**src/design/picd_pkg.sv**
```systemverilog
package picd_pkg;

    // Register addresses carried in the command byte
    localparam logic [3:0] ADDR_WIPER0 = 4'h0;
    localparam logic [3:0] ADDR_WIPER1 = 4'h1;
    localparam logic [3:0] ADDR_RSVD_A = 4'h2;
    localparam logic [3:0] ADDR_RSVD_B = 4'h3;
    localparam logic [3:0] ADDR_TERM_CONN = 4'h4;
    localparam logic [3:0] ADDR_STATUS = 4'h5;
    localparam logic [3:0] PTR_RESET = 4'h0;

    // Operation codes of cmd_op_field
    localparam logic [1:0] OP_WRITE = 2'h0;
    localparam logic [1:0] OP_INC = 2'h1;
    localparam logic [1:0] OP_DEC = 2'h2;
    localparam logic [1:0] OP_READ = 2'h3;

    // Command byte field positions
    localparam int CMD_ADDR_MSB = 7;
    localparam int CMD_ADDR_LSB = 4;
    localparam int CMD_OP_MSB = 3;
    localparam int CMD_OP_LSB = 2;
    localparam int CMD_BIT9_POS = 1;
    localparam int CMD_BIT8_POS = 0;

    // Stored data width and value limits
    localparam int DATA_W = 9;
    localparam logic [8:0] WIPER_MAX_8 = 9'h100;
    localparam logic [8:0] WIPER_MAX_7 = 9'h080;
    localparam logic [8:0] WIPER_MID_8 = 9'h080;
    localparam logic [8:0] WIPER_MID_7 = 9'h040;
    localparam logic [8:0] TERM_CONN_RESET = 9'h1ff;
    localparam logic [8:0] STATUS_VALUE = 9'h000;

    // Serial logic states
    typedef enum logic [2:0] {
        ST_IDLE = 3'b000,
        ST_CMD = 3'b001,
        ST_DATA = 3'b010,
        ST_READ = 3'b011,
        ST_ERR = 3'b100
    } picd_state_type;

endpackage

```
**src/design/picd_step.sv**
```systemverilog
`timescale 1ns/1ps
module picd_step
    import picd_pkg::*;
#(
    parameter logic [8:0] MAX_VALUE = 9'h100
)
(
    // Current value and requested step
    input wire logic [8:0] value_in,
    input wire logic inc_in,
    input wire logic dec_in,
    // Stepped value
    output logic [8:0] value_out
);

    // Saturate at full scale going up and at zero going down
    always_comb
    begin
        value_out = value_in;
        if (inc_in && (value_in < MAX_VALUE))
        begin
            value_out = value_in + 9'h001; // see [RULE22]
        end
        else if (dec_in && (value_in != 9'h000))
        begin
            value_out = value_in - 9'h001; // see [RULE23]
        end
    end

endmodule

```
**src/design/picd_top.sv**
```systemverilog
// What this block does
// [RULE1] Command byte splits into address, operation and two data bits; only data_bit8 matters.
// [RULE2] cmd_addr_field picks the location; cmd_op_field picks read, write, increment, decrement.
// [RULE3] Increment and decrement are refused at terminal control and every higher address.
// [RULE4] A supported address and operation pair is acknowledged.
// [RULE5] An unsupported pair gets a not-acknowledge in the command byte slot.
// [RULE6] After an error every command is ignored until a new Start.
// [RULE7] Master issues a Start after a rejected command before sending more.
// [RULE8] data_bit9 and data_bit8 are the top positions of the wiper value.
// [RULE9] A write joins data_bit8 above the data byte into nine bits.
// [RULE10] Write values at or above full scale are accepted; data_bit9 is unused.
// [RULE11] Only reads and writes carry data bytes; increment and decrement are command only.
// [RULE12] Each location stores nine bits; the top bit of the ten is ignored.
// [RULE13] A read returns two bytes holding the ten-bit data field.
// [RULE14] Stop or repeated Start where data was expected abandons the sequence.
// [RULE15] Write is control byte, ack, command, ack, data, ack; device drives each ack.
// [RULE16] A location updates only at the final acknowledge clock of a complete write.
// [RULE17] Master drives high_voltage_cmd_pin normal or elevated; both offer the same operations.
// [RULE18] Single command 29 clocks; continuous 18n+11, increment or decrement 9n+11.
// [RULE19] Wiper 0 at 00h, wiper 1 at 01h, terminal control at 04h; mixed writes allowed.
// [RULE20] A Stop or repeated Start before the data acknowledge discards the write.
// [RULE21] Address pointer resets to 00h and survives Stop and repeated Start.
// [RULE22] Increment adds one, saturating at 100h or 80h by resolution.
// [RULE23] Decrement subtracts one and holds at zero.
// [RULE24] After an abort the logic stays idle until Start and control byte select it.
`timescale 1ns/1ps
module picd_top
    import picd_pkg::*;
#(
    parameter bit EIGHT_BIT = 1'b1
)
(
    // Clock and reset
    input wire logic CLK_IN,
    input wire logic SYS_RST_IN,
    // Bus conditions from the byte layer
    input wire logic BUS_START_IN,
    input wire logic BUS_STOP_IN,
    input wire logic CTRL_SEL_IN,
    input wire logic CTRL_RW_IN,
    input wire logic HIGH_VOLTAGE_CMD_PIN_IN,
    // Received bytes and acknowledge slot clock
    input wire logic RX_VALID_IN,
    input wire logic [7:0] RX_BYTE_IN,
    input wire logic ACK_CLK_IN,
    // Transmit requests and master acknowledge
    input wire logic TX_REQ_IN,
    input wire logic MST_ACK_VALID_IN,
    input wire logic MST_ACK_IN,
    // Acknowledge answer
    output logic ACK_VALID_OUT,
    output logic ACK_OUT,
    // Read data
    output logic TX_VALID_OUT,
    output logic [7:0] TX_BYTE_OUT,
    // Volatile registers and status
    output logic [8:0] WIPER0_OUT,
    output logic [8:0] WIPER1_OUT,
    output logic [8:0] TERM_CONN_OUT,
    output logic [3:0] ADDR_PTR_OUT,
    output logic ERROR_OUT,
    output logic CMD_HIGH_VOLTAGE_OUT
);

    localparam logic [8:0] WIPER_MAX = EIGHT_BIT ? WIPER_MAX_8 : WIPER_MAX_7;
    localparam logic [8:0] WIPER_MID = EIGHT_BIT ? WIPER_MID_8 : WIPER_MID_7;

    picd_state_type state_q, state_d;
    logic err_q, err_d, pend_q, pend_d, bit8_q, bit8_d, rd_idx_q, rd_idx_d, hv_q, hv_d;
    logic ack_q, ack_d, ack_v_q, ack_v_d, tx_v_q, tx_v_d, cmd_ok, exec;
    logic [3:0] ptr_q, ptr_d, pend_addr_q, pend_addr_d, cmd_addr;
    logic [1:0] pend_op_q, pend_op_d, cmd_op;
    logic [7:0] tx_q, tx_d;
    logic [8:0] pend_data_q, pend_data_d, w0_step, w1_step, rd_word;
    logic [8:0] w0_q, w0_d, w1_q, w1_d, term_q, term_d;

    // Field split of the command byte; data_bit9 is dropped here
    assign cmd_addr = RX_BYTE_IN[CMD_ADDR_MSB:CMD_ADDR_LSB]; // see [RULE1] see [RULE2]
    assign cmd_op = RX_BYTE_IN[CMD_OP_MSB:CMD_OP_LSB]; // see [RULE2]

    // Supported address and operation pairs
    always_comb
    begin
        cmd_ok = 1'b0;
        case (cmd_op)
            OP_WRITE: cmd_ok = (cmd_addr == ADDR_WIPER0) || (cmd_addr == ADDR_WIPER1)
                || (cmd_addr == ADDR_TERM_CONN); // see [RULE19]
            OP_READ: cmd_ok = (cmd_addr == ADDR_WIPER0) || (cmd_addr == ADDR_WIPER1)
                || (cmd_addr == ADDR_TERM_CONN) || (cmd_addr == ADDR_STATUS);
            OP_INC, OP_DEC: cmd_ok = (cmd_addr == ADDR_WIPER0) || (cmd_addr == ADDR_WIPER1); // see [RULE3]
            default: cmd_ok = 1'b0;
        endcase
    end

    // A pending update lands only on its acknowledge clock, never alongside an abort
    assign exec = ACK_CLK_IN && pend_q && !BUS_START_IN && !BUS_STOP_IN; // see [RULE16]

    // Read data multiplexer; reserved slots read as zero
    always_comb
    begin
        case (ptr_q)
            ADDR_WIPER0: rd_word = w0_q;
            ADDR_WIPER1: rd_word = w1_q;
            ADDR_TERM_CONN: rd_word = term_q;
            ADDR_STATUS: rd_word = STATUS_VALUE;
            default: rd_word = 9'h000;
        endcase
    end

    // Protocol sequencing: next state of the serial logic
    always_comb
    begin
        state_d = state_q;
        err_d = err_q;
        ptr_d = ptr_q;
        pend_d = pend_q && !exec;
        pend_op_d = pend_op_q;
        pend_addr_d = pend_addr_q;
        pend_data_d = pend_data_q;
        bit8_d = bit8_q;
        rd_idx_d = rd_idx_q;
        hv_d = hv_q;
        ack_d = ack_q;
        ack_v_d = 1'b0;
        tx_v_d = 1'b0;
        tx_d = tx_q;
        if (BUS_START_IN)
        begin
            // Start clears an error and drops any unfinished write
            state_d = ST_IDLE; // see [RULE6] see [RULE24]
            err_d = 1'b0;
            pend_d = 1'b0; // see [RULE14] see [RULE20]
        end
        else if (BUS_STOP_IN)
        begin
            // A Stop alone does not clear an error; only a Start does
            state_d = err_q ? ST_ERR : ST_IDLE; // see [RULE6] see [RULE14] see [RULE24]
            pend_d = 1'b0; // see [RULE20]
        end
        else
        begin
            case (state_q)
                ST_IDLE:
                begin
                    if (CTRL_SEL_IN)
                    begin
                        state_d = CTRL_RW_IN ? ST_READ : ST_CMD;
                        rd_idx_d = 1'b0;
                    end
                end
                ST_CMD:
                begin
                    if (RX_VALID_IN)
                    begin
                        ack_v_d = 1'b1; // see [RULE15]
                        hv_d = HIGH_VOLTAGE_CMD_PIN_IN; // Both levels decode alike
                        if (cmd_ok)
                        begin
                            ack_d = 1'b1; // see [RULE4]
                            ptr_d = cmd_addr; // see [RULE21]
                            if (cmd_op == OP_WRITE)
                            begin
                                state_d = ST_DATA;
                                bit8_d = RX_BYTE_IN[CMD_BIT8_POS]; // see [RULE8]
                            end
                            else if (cmd_op != OP_READ)
                            begin
                                // No data byte follows; the next byte is a command again
                                pend_d = 1'b1; // see [RULE11] see [RULE18]
                                pend_op_d = cmd_op;
                                pend_addr_d = cmd_addr;
                            end
                        end
                        else
                        begin
                            ack_d = 1'b0; // see [RULE5]
                            err_d = 1'b1;
                            state_d = ST_ERR;
                        end
                    end
                end
                ST_DATA:
                begin
                    if (RX_VALID_IN)
                    begin
                        ack_v_d = 1'b1; // see [RULE15]
                        ack_d = 1'b1;
                        pend_d = 1'b1;
                        pend_op_d = OP_WRITE;
                        pend_addr_d = ptr_q;
                        pend_data_d = {bit8_q, RX_BYTE_IN}; // see [RULE9] see [RULE10] see [RULE12]
                        state_d = ST_CMD; // Continuous writes may change address, see [RULE18]
                    end
                end
                ST_READ:
                begin
                    if (TX_REQ_IN)
                    begin
                        // High byte first: data_bit9 reads zero, then data_bit8
                        tx_v_d = 1'b1;
                        tx_d = rd_idx_q ? rd_word[7:0] : {7'h00, rd_word[8]}; // see [RULE13]
                        rd_idx_d = !rd_idx_q;
                    end
                    else if (MST_ACK_VALID_IN && !MST_ACK_IN)
                    begin
                        state_d = ST_IDLE; // Master nack releases the bus
                    end
                end
                ST_ERR: state_d = ST_ERR; // see [RULE6]
                default: state_d = ST_IDLE;
            endcase
        end
    end

    // Saturating steppers for the two wipers
    picd_step #(.MAX_VALUE(WIPER_MAX)) u_step0 (
        .value_in(w0_q),
        .inc_in(pend_op_q == OP_INC),
        .dec_in(pend_op_q == OP_DEC),
        .value_out(w0_step)
    );
    picd_step #(.MAX_VALUE(WIPER_MAX)) u_step1 (
        .value_in(w1_q),
        .inc_in(pend_op_q == OP_INC),
        .dec_in(pend_op_q == OP_DEC),
        .value_out(w1_step)
    );

    // Register updates at the acknowledge clock
    always_comb
    begin
        w0_d = w0_q;
        w1_d = w1_q;
        term_d = term_q;
        if (exec)
        begin
            case (pend_addr_q)
                ADDR_WIPER0: w0_d = (pend_op_q == OP_WRITE) ? pend_data_q : w0_step; // see [RULE16]
                ADDR_WIPER1: w1_d = (pend_op_q == OP_WRITE) ? pend_data_q : w1_step; // see [RULE19]
                ADDR_TERM_CONN: term_d = pend_data_q;
                default: term_d = term_q;
            endcase
        end
    end

    // State registers
    always_ff @(posedge CLK_IN or posedge SYS_RST_IN)
    begin
        if (SYS_RST_IN)
        begin
            state_q <= ST_IDLE;
            err_q <= 1'b0;
            ptr_q <= PTR_RESET; // see [RULE21]
            pend_q <= 1'b0;
            pend_op_q <= OP_WRITE;
            pend_addr_q <= ADDR_WIPER0;
            pend_data_q <= 9'h000;
            bit8_q <= 1'b0;
            rd_idx_q <= 1'b0;
            hv_q <= 1'b0;
            ack_q <= 1'b0;
            ack_v_q <= 1'b0;
            tx_v_q <= 1'b0;
            tx_q <= 8'h00;
            w0_q <= WIPER_MID;
            w1_q <= WIPER_MID;
            term_q <= TERM_CONN_RESET;
        end
        else
        begin
            state_q <= state_d;
            err_q <= err_d;
            ptr_q <= ptr_d;
            pend_q <= pend_d;
            pend_op_q <= pend_op_d;
            pend_addr_q <= pend_addr_d;
            pend_data_q <= pend_data_d;
            bit8_q <= bit8_d;
            rd_idx_q <= rd_idx_d;
            hv_q <= hv_d;
            ack_q <= ack_d;
            ack_v_q <= ack_v_d;
            tx_v_q <= tx_v_d;
            tx_q <= tx_d;
            w0_q <= w0_d;
            w1_q <= w1_d;
            term_q <= term_d;
        end
    end

    // Outputs straight from flip-flops
    assign ACK_VALID_OUT = ack_v_q;
    assign ACK_OUT = ack_q;
    assign TX_VALID_OUT = tx_v_q;
    assign TX_BYTE_OUT = tx_q;
    assign WIPER0_OUT = w0_q;
    assign WIPER1_OUT = w1_q;
    assign TERM_CONN_OUT = term_q;
    assign ADDR_PTR_OUT = ptr_q;
    assign ERROR_OUT = err_q;
    assign CMD_HIGH_VOLTAGE_OUT = hv_q;
endmodule

```
**config.mk**
```make
export PLATFORM = sky130hd
export DESIGN_NAME = picd_top
export DESIGN_NICKNAME = d
export VERILOG_FILES = /design/src/design/picd_pkg.sv /design/src/design/picd_step.sv /design/src/design/picd_top.sv
export SDC_FILE = /design/constraint.sdc
export NUM_CORES = 1
export LEC_CHECK = 0
export BUFFER_PORTS_ARGS = -buffer_cell sky130_fd_sc_hd__buf_2
export CORE_ASPECT_RATIO = 0.6
export CORE_MARGIN = 2
export CORE_UTILIZATION = 55
export CTS_BUF_LIST = sky130_fd_sc_hd__clkbuf_4 sky130_fd_sc_hd__clkbuf_8
export DETAILED_ROUTE_END_ITERATION = 8
export PLACE_DENSITY_LB_ADDON = 0.15
export SYNTH_ARGS = -nofsm -noshare
export SYNTH_HDL_FRONTEND = slang
export SYNTH_SLANG_ARGS = --single-unit
```
**constraint.sdc**
```tcl
create_clock -name CLK_IN -period 3.73 [get_ports CLK_IN]
set_input_delay 0.1865 -clock CLK_IN [delete_from_list [all_inputs] [get_ports CLK_IN]]
set_output_delay 0.1865 -clock CLK_IN [all_outputs]
set_load 0.05 [all_outputs]
```
==> impl_metrics.ini <==
[outcome]
status = completed

[setup_path]
startpoint_type = register
critPathKind = register to register
cp-end-kind = register
worstPathCellList = nor2b_1, nand2b_1, fa_1, a211oi_1, nor2_1, or4_1, a32oi_1, o21ai_0
cp.arrival_ns = 3.13
critPathMaxFanout = 9
required_ns = 3.94
worst_path_largest_cell_delay_ns = 0.50
cp_slowest_cell = fa_1

[sta]
relSlewSlack_pct = 33.88
drv_slew = 0
setup_viol = 0
finalHoldViolations = 0
worst_pin_slew_ns = 0.9903
rsz0062_at_grt = false
post-route-min-period_ns = 2.911
fmax_ghz = 0.3435
finalSetupTns_ns = 0
min_period_over_period_pct = 78.05
finClkSkew_ns = 0.01288

[pwr]
pwr-share-seq_pct = 43.4
p_total_uw = 1894
ir_drop_mv = 0.3606
p_int_uw = 1284
power.density_nw_per_um2 = 422.9
clkPwrFrac_pct = 35.3
p_sw_share_pct = 32.22
power.leakage_uw = 0.002162
combPwrFrac_pct = 21.4
p_sw_uw = 610.1

[synth]
synth_edf_count = 0
ys_async_sr_fraction_pct = 100.0
synth_fp_nets = 437
seq_area_frac_synth_pct = 42.30
synth.distinct_cells = 58
avgSynthCellArea_um2 = 9.718
syn_inst = 399
yosys_warnings = 0
ys.flop_type = dfrtp_1
synth_area_um2 = 3877
synth-seq-cells = 65

[cts]
cts_resized = 0
numCtsBuffers = 9
clkLatencyLatePin_ns = 0.36
root_buffer = clkbuf_8
post_cts.repair.setup_buffers = 0
clock_path_buffers = 2
ctsHoldBuffers = 0
h-tree-depth = 3
cts_tree = done
clk_pin_slew_ns = 0.08
clock-sinks = 65

[cells_and_area]
final_nets = 497
layout_commonest_cell = buf_2
final_cell_mix = 63 x buf_2, 54 x dfrtp_1, 34 x o21ai_0
drive_above_1_share_pct = 26.08
num_antenna_cells = 0
fin_util_pct = 66.50
synthToLayoutAreaGrowth_pct = 15.49

[route]
route.detailed.drc = 0
drt_iter0_drc = 255
ant_nets = 0
avgRoutedWirePerCell_um = 18.81
first_pass_iters = 4
routed_via_density = 6.154
drt-total-wl_mm = 10.36
routed-via-count = 3391

[floorplan]
core_um2 = 6734
die_h_um = 69.04
initial_utilization_pct = 57.58
die_w_um = 112.4
ios = 64
die_area_um2 = 7760
num_rows = 23

[global_route]
grt_start_max_net_pins = 48
grt_pass1_wl_mm = 16.82
antenna_found_initial = 0
grt_usage_pct = 27.79
grt_overflow = 0
first_global_vias = 3233

[place]
dp_hpwl_mm = 7.825
io_buffer_count = 63
gp_congestion = 0.9142

[worst_hold_path]
min_path_type = input pin to async pin

[run]
max_cap_viol_count = 0
==> final timing paths <==
path | startpoint | endpoint | slack [ns] | cells after the start
min in group CLK_IN | RX_BYTE_IN[1] | pend_data_q[1] | 0.06 | 2
worst max-delay path | pend_op_q[0] | WIPER1_OUT[6] | 0.82 | 8
worst min-delay path | SYS_RST_IN | TX_BYTE_OUT[2] | 0.06 | 2
max in group asynchronous | SYS_RST_IN | TERM_CONN_OUT[8] | 2.76 | 3
worst min register to register | TX_BYTE_OUT[2] | TX_BYTE_OUT[2] | 0.50 | 1
worst max register to register | pend_op_q[0] | WIPER1_OUT[6] | 0.82 | 8
==> area by class of cell <==
class	instances	area [µm²]
clock buffer	9	123.9
clock inverter	7	95.09
fill	541	2256
inverter	10	37.54
multi-input combinational	305	2120
sequential	65	1640
tap	87	108.9
timing repair buffer	68	352.8
==> Yosys cell counts (all sizes together) (3+ instances only) <==
master  number  share of area, %
o21bai       3              0.58
o211ai       5              0.97
a21oi       21               2.7
ha          16               5.2
nor4         4              0.65
or3          4              0.65
nor3         8               1.0
o22ai        3              0.48
o21ai       34               4.4
or2          3              0.48
or4          6               1.2
nand2       31               3.0
buf          4              0.61
a21o         9               1.7
mux2        21               6.1
inv         10              0.97
nand2b       6              0.97
a211oi      14               2.7
nor3b        3              0.58
o311ai       3              0.68
or4b         3              0.77
clkbuf      15               1.5
a31oi        3              0.48
and3         3              0.48
dfrtp       54                35
a22o         7               1.6
dfstp       11               7.5
nor2        30               2.9
nor2b        5              0.81
nand3        5              0.65
and2         5              0.81
mux2i       17               4.4
==> state kept, by name (all words and copies together) (netlist names) <==
| signal | flops |
|---|---|
| ACK_OUT | 1 |
| ACK_VALID_OUT | 1 |
| ADDR_PTR_OUT | 4 |
| CMD_HIGH_VOLTAGE_OUT | 1 |
| ERROR_OUT | 1 |
| TERM_CONN_OUT | 9 |
| TX_BYTE_OUT | 8 |
| TX_VALID_OUT | 1 |
| WIPER0_OUT | 9 |
| WIPER1_OUT | 9 |
| bit8_q | 1 |
| pend_addr_q | 4 |
| pend_data_q | 9 |
| pend_op_q | 2 |
| pend_q | 1 |
| rd_idx_q | 1 |
| state_q | 3 |
==> metal layers <==
metal	global-route usage, %	wire length, µm
met3	11.26	931
met4	6.911	97
met5	0	0
met2	37.15	4090
met1	41.66	5242
==> kinds of logic (layout without fill, tap and decap cells) <==
| kind of cell | count (synthesis) | count (layout) | synth area share, % |
|---|---|---|---|
| mux | 38 | 38 | 10.49 |
| xor+xnor | 4 | 4 | 0.9037 |
| compound gates | 121 | 121 | 20.49 |
| flops | 65 | 65 | 42.30 |
| buf+inv | 29 | 94 | 3.033 |
| simple gates | 124 | 124 | 16.59 |
| fa+ha+maj | 18 | 18 | 6.196 |
==> critical path, delay by kind of cell (launching register included) <==
kind            cells  cell delay [ns]
compound gates      3             0.63
fa+ha+maj           1             0.50
flops               1             0.48
simple gates        4             1.15
==> power groups by stage <==
stage	sequential (µW)	combinational [µW]	clock, µW
after detailed placement	833	397	0
after global placement	829	389	0
after floorplan	834	275	0
after CTS	819	399	674
after global routing	831	448	702
final	821	405	668
==> through the flow <==
step	area (µm²)	instances	setup WS [ns]	hold WS (ns)
final	4478	551	0.8188	0.05810
after global routing	4478	551	0.5884	0.05067
after CTS	4478	551	0.8378	0.05094
after detailed placement	4259	535	0.8562	0.4278
after global placement	4259	535	0.9611	0.4248
after floorplan	3877	399	1.087	0.2841
Power figures use the tool's default switching activity.
